$ cat src/pomc_pkg.sv
package pomc_pkg;

  // ==========================================================================
  // modes and timing
  typedef enum logic [1:0] {
    POMC_STOP    = 2'b00,
    POMC_STARTUP = 2'b01,
    POMC_RUN     = 2'b10,
    POMC_HOLD    = 2'b11
  } pomc_mode_t;

  localparam int unsigned CLK_HZ          = 100_000_000;
  localparam int unsigned GREEN_MIN_S     = 3;
  localparam int unsigned HOLD_BLINK_HZ   = 1;
  localparam int unsigned BLINK_HALF_MS   = 250;
  localparam int unsigned PWRON_BLINK_MS  = 2000;
  localparam int unsigned GREEN_MIN_CYC   = GREEN_MIN_S * CLK_HZ;
  localparam int unsigned HOLD_HALF_CYC   = CLK_HZ / (2 * HOLD_BLINK_HZ);
  localparam int unsigned BLINK_HALF_CYC  = (BLINK_HALF_MS * (CLK_HZ / 1000));
  localparam int unsigned PWRON_BLINK_CYC = (PWRON_BLINK_MS * (CLK_HZ / 1000));
  localparam int unsigned CNT_W           = 32;

  // ==========================================================================
  // executor handshake
  typedef struct packed {
    logic begin_pulse;
    logic done_pulse;
    logic error;
    logic watchdog_error;
    logic breakpoint_hit;
    logic resume;
  } pomc_exec_status_t;

  typedef struct packed {
    logic run_enable;
    logic restart_trigger;
    logic cold_start_trigger;
    logic timers_frozen;
  } pomc_exec_ctrl_t;

  typedef struct packed {
    logic yellow;
    logic green;
    logic red;
  } pomc_leds_t;

endpackage : pomc_pkg

$ cat src/pomc_mode_ctrl.sv
`timescale 1ns/1ps

module pomc_mode_ctrl #(
  parameter int unsigned GREEN_MIN_CYC   = pomc_pkg::GREEN_MIN_CYC,
  parameter int unsigned PWRON_BLINK_CYC = pomc_pkg::PWRON_BLINK_CYC,
  parameter int unsigned BLINK_HALF_CYC  = pomc_pkg::BLINK_HALF_CYC,
  parameter int unsigned HOLD_HALF_CYC   = pomc_pkg::HOLD_HALF_CYC
) (
  input  wire logic                       sys_clk,
  input  wire logic                       rst,
  input  wire logic                       run_request,
  input  wire logic                       stop_request,
  input  wire pomc_pkg::pomc_exec_status_t exec_status,
  output pomc_pkg::pomc_exec_ctrl_t       exec_ctrl,
  output pomc_pkg::pomc_leds_t            leds,
  output pomc_pkg::pomc_mode_t            mode,
  output logic                            output_disable_lock,
  output logic                            watchdog_latched
);

  // ==========================================================================
  // state
  pomc_pkg::pomc_mode_t mode_reg;
  pomc_pkg::pomc_mode_t mode_next;
  logic [31:0]          green_cnt_reg;
  logic [31:0]          pwron_cnt_reg;
  logic                 wd_reg;
  logic                 trig_pending_reg;
  logic                 fast_wave;
  logic                 hold_wave;

  localparam logic [31:0] GMIN = 32'(GREEN_MIN_CYC);
  localparam logic [31:0] PMIN = 32'(PWRON_BLINK_CYC);

  pomc_blinker #(.HALF_CYC(32'(BLINK_HALF_CYC))) u_fast (
    .sys_clk (sys_clk),
    .rst     (rst),
    .wave    (fast_wave)
  );

  pomc_blinker #(.HALF_CYC(32'(HOLD_HALF_CYC))) u_hold (
    .sys_clk (sys_clk),
    .rst     (rst),
    .wave    (hold_wave)
  );

  // ==========================================================================
  // decode
  wire is_stop    = (mode_reg == pomc_pkg::POMC_STOP);
  wire is_startup = (mode_reg == pomc_pkg::POMC_STARTUP);
  wire is_run     = (mode_reg == pomc_pkg::POMC_RUN);
  wire is_hold    = (mode_reg == pomc_pkg::POMC_HOLD);
  wire green_busy = (green_cnt_reg != 32'h0);
  wire pwron_busy = (pwron_cnt_reg != 32'h0);
  wire any_error  = exec_status.error | exec_status.watchdog_error;
  // a cold start is the only way out once the watchdog has fired
  wire go_startup = is_stop & run_request & ~stop_request;

  // no timer guards START-UP: only done, error or a stop request can leave it
  always_comb begin
    mode_next = mode_reg;
    case (mode_reg)
      pomc_pkg::POMC_STOP: begin
        if (go_startup) begin
          mode_next = pomc_pkg::POMC_STARTUP;
        end
      end
      pomc_pkg::POMC_STARTUP: begin
        if (any_error | stop_request) begin
          mode_next = pomc_pkg::POMC_STOP;
        end else if (exec_status.done_pulse) begin
          mode_next = pomc_pkg::POMC_RUN;
        end
      end
      pomc_pkg::POMC_RUN: begin
        if (any_error | stop_request) begin
          mode_next = pomc_pkg::POMC_STOP;
        end else if (exec_status.breakpoint_hit) begin
          mode_next = pomc_pkg::POMC_HOLD;
        end
      end
      pomc_pkg::POMC_HOLD: begin
        if (any_error | stop_request) begin
          mode_next = pomc_pkg::POMC_STOP;
        end else if (exec_status.resume) begin
          mode_next = pomc_pkg::POMC_RUN;
        end
      end
      default: mode_next = pomc_pkg::POMC_STOP;
    endcase
  end

  // ==========================================================================
  // mode register and counters
  always_ff @(posedge sys_clk or posedge rst) begin
    if (rst) begin
      mode_reg <= pomc_pkg::POMC_STOP;
    end else begin
      mode_reg <= mode_next;
    end
  end

  always_ff @(posedge sys_clk or posedge rst) begin
    if (rst) begin
      wd_reg <= 1'b0;
    end else if (exec_status.watchdog_error) begin
      wd_reg <= 1'b1;
    end else if (is_startup & exec_status.done_pulse) begin
      wd_reg <= 1'b0;
    end
  end

  // handler trigger waits one cycle in START-UP so it appears in the same cycle as the registered mode output
  always_ff @(posedge sys_clk or posedge rst) begin
    if (rst) begin
      trig_pending_reg <= 1'b0;
    end else begin
      trig_pending_reg <= go_startup;
    end
  end

  // the minimum keeps running through STOP and RUN once begun
  always_ff @(posedge sys_clk or posedge rst) begin
    if (rst) begin
      green_cnt_reg <= 32'h0;
    end else if (is_startup & exec_status.begin_pulse) begin
      green_cnt_reg <= GMIN;
    end else if (green_busy) begin
      green_cnt_reg <= green_cnt_reg - 32'h1;
    end
  end

  always_ff @(posedge sys_clk or posedge rst) begin
    if (rst) begin
      pwron_cnt_reg <= PMIN;
    end else if (pwron_busy) begin
      pwron_cnt_reg <= pwron_cnt_reg - 32'h1;
    end
  end

  // ==========================================================================
  // outputs, all registered
  wire lock_next   = ~is_run;
  wire yellow_next = is_stop & (pwron_busy ? fast_wave : 1'b1);
  wire green_next  = green_busy ? fast_wave :
                     is_hold ? hold_wave :
                     is_run;

  always_ff @(posedge sys_clk or posedge rst) begin
    if (rst) begin
      output_disable_lock <= 1'b1;
      leds                <= '0;
      exec_ctrl           <= '0;
      mode                <= pomc_pkg::POMC_STOP;
      watchdog_latched    <= 1'b0;
    end else begin
      output_disable_lock          <= lock_next;
      leds.yellow                  <= yellow_next;
      leds.green                   <= green_next;
      leds.red                     <= is_hold;
      // counters, timers and image are never reset by a move to STOP
      exec_ctrl.run_enable         <= is_run | is_startup;
      exec_ctrl.timers_frozen      <= ~is_run;
      exec_ctrl.restart_trigger    <= trig_pending_reg & ~wd_reg;
      exec_ctrl.cold_start_trigger <= trig_pending_reg & wd_reg;
      mode                         <= mode_reg;
      watchdog_latched             <= wd_reg;
    end
  end

  // ==========================================================================
  // checks
  property p_lock_stop;
    @(posedge sys_clk) disable iff (rst)
      is_stop |=> output_disable_lock;
  endproperty
  a_lock_stop: assert property (p_lock_stop) else $error("lock low in stop");

  property p_lock_startup;
    @(posedge sys_clk) disable iff (rst)
      is_startup |=> output_disable_lock;
  endproperty
  a_lock_startup: assert property (p_lock_startup) else $error("lock low in start-up");

  property p_lock_run;
    @(posedge sys_clk) disable iff (rst)
      is_run |=> !output_disable_lock;
  endproperty
  a_lock_run: assert property (p_lock_run) else $error("lock high in run");

  property p_no_exec_stop;
    @(posedge sys_clk) disable iff (rst)
      is_stop |=> !exec_ctrl.run_enable;
  endproperty
  a_no_exec_stop: assert property (p_no_exec_stop) else $error("executor runs in stop");

  property p_trigger;
    @(posedge sys_clk) disable iff (rst)
      go_startup |-> ##2 (exec_ctrl.restart_trigger | exec_ctrl.cold_start_trigger);
  endproperty
  a_trigger: assert property (p_trigger) else $error("no handler trigger");

  property p_green_min;
    @(posedge sys_clk) disable iff (rst)
      (is_startup & exec_status.begin_pulse) |=> green_busy [*8];
  endproperty
  a_green_min: assert property (p_green_min) else $error("green minimum cut short");

  property p_yellow_stop;
    @(posedge sys_clk) disable iff (rst)
      (is_stop & !pwron_busy) |=> leds.yellow;
  endproperty
  a_yellow_stop: assert property (p_yellow_stop) else $error("yellow not steady");

  property p_red_hold;
    @(posedge sys_clk) disable iff (rst)
      is_hold |=> (leds.red & output_disable_lock & exec_ctrl.timers_frozen);
  endproperty
  a_red_hold: assert property (p_red_hold) else $error("hold outputs wrong");

  property p_wd_cold;
    @(posedge sys_clk) disable iff (rst)
      (wd_reg & trig_pending_reg) |=> (exec_ctrl.cold_start_trigger & !exec_ctrl.restart_trigger);
  endproperty
  a_wd_cold: assert property (p_wd_cold) else $error("warm restart after watchdog");

  property p_green_run;
    @(posedge sys_clk) disable iff (rst)
      (is_run & !green_busy) |=> leds.green;
  endproperty
  a_green_run: assert property (p_green_run) else $error("green not steady in run");

endmodule : pomc_mode_ctrl

$ cat src/pomc_blinker.sv
`timescale 1ns/1ps

// ============================================================================
// free-running square wave with a programmable half period
module pomc_blinker #(
  parameter logic [31:0] HALF_CYC = 32'h0000_0001
) (
  input  wire logic sys_clk,
  input  wire logic rst,
  output logic      wave
);

  logic [31:0] cnt_reg;
  logic [31:0] cnt_next;
  logic        wrap;

  assign wrap     = (cnt_reg >= HALF_CYC - 32'h1);
  assign cnt_next = wrap ? 32'h0 : cnt_reg + 32'h1;

  always_ff @(posedge sys_clk or posedge rst) begin
    if (rst) begin
      cnt_reg <= 32'h0;
      wave    <= 1'b0;
    end else begin
      cnt_reg <= cnt_next;
      if (wrap) begin
        wave <= ~wave;
      end
    end
  end

endmodule : pomc_blinker

$ cat config.mk
export PLATFORM = sky130hd
export DESIGN_NAME = pomc_mode_ctrl
export DESIGN_NICKNAME = d
export VERILOG_FILES = /design/src/pomc_pkg.sv /design/src/pomc_mode_ctrl.sv /design/src/pomc_blinker.sv
export SDC_FILE = /design/constraint.sdc
export NUM_CORES = 1
export LEC_CHECK = 0
export ABC_AREA = 1
export CAP_MARGIN = 30
export CORE_MARGIN = 1
export CORE_UTILIZATION = 55
export CTS_BUF_LIST = sky130_fd_sc_hd__clkbuf_4 sky130_fd_sc_hd__clkbuf_8
export CTS_CLUSTER_DIAMETER = 60
export DETAILED_ROUTE_END_ITERATION = 6
export DONT_BUFFER_PORTS = 1
export HOLD_SLACK_MARGIN = 0.02
export PLACE_DENSITY = 0.7
export SETUP_SLACK_MARGIN = 0.02
export SYNTH_ARGS = -nofsm -noshare
export SYNTH_HDL_FRONTEND = slang
export SYNTH_HIERARCHICAL = 1
export SYNTH_SLANG_ARGS = --single-unit
$ cat constraint.sdc
create_clock -name sys_clk -period 2.8 [get_ports sys_clk]
set_input_delay 0.42 -clock sys_clk [delete_from_list [all_inputs] [get_ports sys_clk]]
set_output_delay 0.42 -clock sys_clk [all_outputs]
set_load 0.02 [all_outputs]
# Word-level counts from Yosys, hierarchy flattened
# Cells that the tools add are included.
totals:
  ff_bits: 145
op_classes:
  add_sub_neg: 4
  n_lt_le_gt_ge: 2
  eq_ne: 7
  mux: 17
  bitwise_logic: 15
  reduce_logical: 6
ops:
  columns: ["cell", "count"]
  rows:
  - ["two-way mux 32 bit", 4]
  - ["adder 32 x 1 -> 32 bit, second input constant", 2]
  - ["nonzero test 32 bit", 2]
  - ["subtractor 32 x 1 -> 32 bit, second input constant", 2]
  - ["greater-or-equal comparator 32 x 25 -> 1 bit, second input constant", 1]
  - ["greater-or-equal comparator 32 x 26 -> 1 bit, second input constant", 1]
  - ["two-way mux 2 bit", 7]
  - ["inequality test 3 x 2 -> 1 bit, second input constant", 3]
  - ["case mux 2 bit (4 select lines)", 1]
  - ["bitwise AND 1 bit", 7]
  - ["two-way mux 1 bit", 5]
  - ["NOT 1 bit", 5]
  - ["equality test 2 bit, second input constant", 2]
  - ["AND reduction 4 bit", 1]
  - ["nonzero test 2 bit", 2]
  - ["OR 1 bit", 3]
  - ["equality test 2 x 1 -> 1 bit, second input constant", 1]
  - ["logical NOT 2 bit", 1]
  - ["inequality test 2 x 1 -> 1 bit, second input constant", 1]

# Depth between registers and ports, before layout
depth:
  word_depth: 5
  depth_mapped: 11
  mapped_depth_nobuf: 11

# Modules after synthesis
# The synthesis kept the hierarchy.
by_module_without_submodules:
  columns: ["module", "instances", "cells_per_inst", "area_each_um2", "seq_area_each_um2"]
  rows:
  - ["pomc_mode_ctrl", 1, 633, 4541.9, 1993.2]
  - ["pomc_blinker (u_hold)", 1, 235, 1791.7, 825.8]
  - ["pomc_blinker (u_fast)", 1, 226, 1742.9, 825.8]

# Least setup slack after synthesis
# Ideal clock, no wire load.
synth_timing:
  kind: "flip-flop to flip-flop"
  start: "register green_cnt_reg[0]"
  end: "register green_cnt_reg[17]"
  setup_time_ps: 117
  arrival_time_ps: 1493
  required_ps: 2683
  setup_slack_ps: 1190
  stages_incl_launch_ff: 9
  n_path_buf: 1
  period_less_slack_ps: 1610
  cell_sequence: "dfrtp_1 -> inv_1 -> ha_1 -> nand2_1 -> nor2_4 -> nand4_4 -> nor2_4 -> buf_4 -> nor2_1"
synth_via:
  elab_chain_len: 3
synth_lines:
  columns: ["element", "line_no", "rtl"]
  rows:
  - ["start: declaration", "pomc_mode_ctrl.sv:25", "logic [31:0] green_cnt_reg;"]
  - ["start signal: assignment", "pomc_mode_ctrl.sv:129", "green_cnt_reg <= green_cnt_reg - 32'h1;"]
  - ["subtractor 32 x 1 -> 32 bit", "pomc_mode_ctrl.sv:129", null]
  - ["two-way mux 32 bit", "pomc_mode_ctrl.sv:128", "end else if (green_busy) begin"]
  - ["two-way mux 32 bit", "pomc_mode_ctrl.sv:126", "end else if (is_startup & exec_status.begin_pulse) begin"]
# Parallel ways exist; a longest one is shown, timed or not. The select of a mux whose other input is x is not followed.
# A chain may end at the register's enable or synchronous reset.

# Worst setup path in the final report
layout_timing:
  start: "register green_cnt_reg[0]"
  end: "register green_cnt_reg[1]"
# The elaborated chain is that of the path after synthesis.

==> reports/metrics.yaml <==
clocking:
  clock_sinks: 145
  root_buffer: "clkbuf_8"
  cts_tree: "yes"
  insertion_delay_ns: 0.48
  numCtsBuffers: 17
  cts.path.max_buffers: 2
  h-tree-depth: 4
  clk_pin_slew_ns: 0.09
global_routing:
  grt_pass1_vias: 6188
  grt_first_pass_wirelength_um: 29100
  antenna_found_initial: 0
  groute.usage.overall: 0.252
  overflow: 0
  grt_max_degree: 34
worst_setup_path:
  startpoint: "green_cnt_reg[0]$_DFFE_PP0P_"
  worstPathArrival_ns: 2.44
  crit_path_max_incr_delay_ns: 0.47
  r2r-start: "green_cnt_reg[0]$_DFFE_PP0P_"
  path_cells: "inv_1 > ha_1 > nand2_1 > nor2_4 > nand4_4 > nor2_4 > nand2_1 > o21ai_0"
  cp_data_required_time_ns: 3.20
  cp-start-kind: "register"
  path_max_fanout: 21
  cp-end-kind: "register"
  slowest_stage: "nor2_4"
  crit_type: "reg2reg"
route:
  drt_iter0_markers: 418
  detail_route.first_pass.iterations: 5
  drc: 0
  routed-via-count: 6694
  ant_nets: 0
  routed_wl_um: 17400
  wl_per_cell_um: 13.3
  viasPerCell: 5.09
floorplanning:
  start_util: 0.573
  num_io_pins: 21
  fp.dieW_um: 123
  fp.dieH_um: 123
  die_area_sq_um: 15200
  rows: 43
  core-area_sq_um: 14100
sta:
  setup_viol: 0
  hold_violations: 0
  max_freq_mhz: 492
  worst_slew_pin_slew_ns: 0.554
  fin_ws_ns: 0.766
  max_slew_margin: 0.630
  finalCriticalPeriod_ns: 2.03
  worst_clock_skew_ns: 0.00920
  grt_setup_unrepaired: "no"
  setup-tns-final_ns: 0
  min_period_over_period: 0.727
  slew_viol_final: 0
cells_and_area:
  nets: 1140
  area_growth_pct: 8.46
  stdcell_count: 1314
  diodes: 0
  final_common_cell: "nand2_1"
  drive_above_1_share: 0.0979
  layout_common_cells: "nand2_1 (262), nor2_1 (236), inv_1 (132), dfrtp_1 (132), nand3_1 (68)"
synthesis:
  syn_area_per_cell_sq_um: 7.38
  ys_seq_area_frac: 0.451
  syn_inst: 1094
  ys_seq_elements: 145
  netlist_area_sq_um: 8080
  yosysUniqueCellTypes: 40
  yosys_warnings: 6
run:
  maxCapViolations: 0
place:
  place_inst: 1279
  io_buffers: 0
  pre_cts_ws_ns: 0.785
  dp_hpwl_um: 12800
  place_congestion: 0.958
pwr:
  power.density_nw_per_um2: 542
  leakagePower_nw: 4.23
  peakVddDrop_v: 0.000390
hold_path:
  hold_class: "in2reg"
  worstHoldStart: "run_request"
run_status:
  status: "finished, final reports clean"
[cell type report]
class / count / area, sq um
Timing Repair Buffer: 8 / 67.6
Tap cell: 180 / 225
Clock inverter: 13 / 174
Sequential cell: 145 / 3640
Clock buffer: 19 / 262
Fill cell: 1285 / 5340
Multi-Input combinational cell: 813 / 3870
Inverter: 136 / 512
[where the power goes]
group          switching [W]  internal (W)  total (W)  leakage [nW]
Clock               0.000859      0.000946    0.00180         0.222
Combinational       0.000387      0.000183   0.000570          2.15
Sequential          0.000149       0.00222    0.00237          1.86
Total                0.00140       0.00335    0.00475          4.23
[per-layer routing]
metal | part of all wire | track usage
met5 | 0.0016 | 0
met4 | 0.018 | 0.102
met3 | 0.038 | 0.0489
met2 | 0.46 | 0.394
met1 | 0.48 | 0.343
[what timing repair did]
action | in CTS | in global routing
endpoints found under the hold margin | 90 | 0
resized for setup | 0 | 0
hold buffers | 3 | 0
buffers inserted | 0 | 0
[cells in the mapped netlist, drive strengths merged]
| library cell | count | area (sq um) |
|---|---|---|
| nand3 | 71 | 370 |
| nand4 | 29 | 196 |
| nand2 | 276 | 1080 |
| o211ai | 1 | 7.51 |
| buf | 8 | 76.3 |
| o21bai | 7 | 52.6 |
| or2 | 12 | 75.1 |
| nor2 | 263 | 1090 |
| conb | 2 | 7.51 |
| and2 | 3 | 18.8 |
| clkbuf | 3 | 11.3 |
| xnor2 | 12 | 105 |
| a21o | 1 | 7.51 |
| ha | 9 | 113 |
| and3 | 4 | 26.3 |
| a21oi | 27 | 135 |
| xor2 | 26 | 228 |
| inv | 136 | 510 |
| o22ai | 1 | 6.26 |
| nor3 | 24 | 125 |
| dfstp | 13 | 342 |
| nand3b | 5 | 37.5 |
| nor3b | 1 | 7.51 |
| dfrtp | 132 | 3300 |
| o21ai | 28 | 144 |
[cells by family (layout without fill, tap and decap cells)]
kind of cell | after synthesis | in the layout | share of synthesized area
and+or+nand+nor | 688 | 688 | 0.375
buffers and inverters | 147 | 176 | 0.0740
DFF | 145 | 145 | 0.451
AOI/OAI and AO/OA | 65 | 65 | 0.0437
xor gates and xnor gates | 38 | 38 | 0.0412
adders and majority gates | 9 | 9 | 0.0139
other | 2 | 13 | 0.000930
[worst paths after layout]
kind | to | slack, ns | cells after the start
worst max-delay path | green_cnt_reg[1]$_DFFE_PP0P_ | 0.77 | 8
max in group asynchronous | output_disable_lock$_DFF_PP1_ | 1.56 | 3
min in group asynchronous | mode_reg[0]$_DFFE_PP0P_ | 0.50 | 2
worst min register to register | watchdog_latched$_DFF_PP0_ | 0.43 | 0
worst max register to register | green_cnt_reg[1]$_DFFE_PP0P_ | 0.77 | 8
worst min-delay path | trig_pending_reg$_DFF_PP0_ | 0.07 | 2
[stage by stage]
stage                     hold WS (ns)  utilization  area, sq um  total power [W]
after CTS                       0.0550        0.621         8760          0.00479
final                           0.0733        0.621         8760          0.00475
after global placement           0.342        0.588         8290          0.00297
after floorplan                  0.395            -         8120          0.00283
after global routing            0.0824        0.621         8760          0.00498
after detailed placement         0.350        0.588         8290          0.00298
[worst max-delay path, delay by kind of cell, from the launching register on]
kind | cells | cell delay (ns)
and+or+nand+nor | 5 | 1.13
AOI/OAI and AO/OA | 1 | 0.09
adders and majority gates | 1 | 0.23
DFF | 1 | 0.42
buffers and inverters | 1 | 0.09
Note: power is estimated with default switching activity, not from simulation.
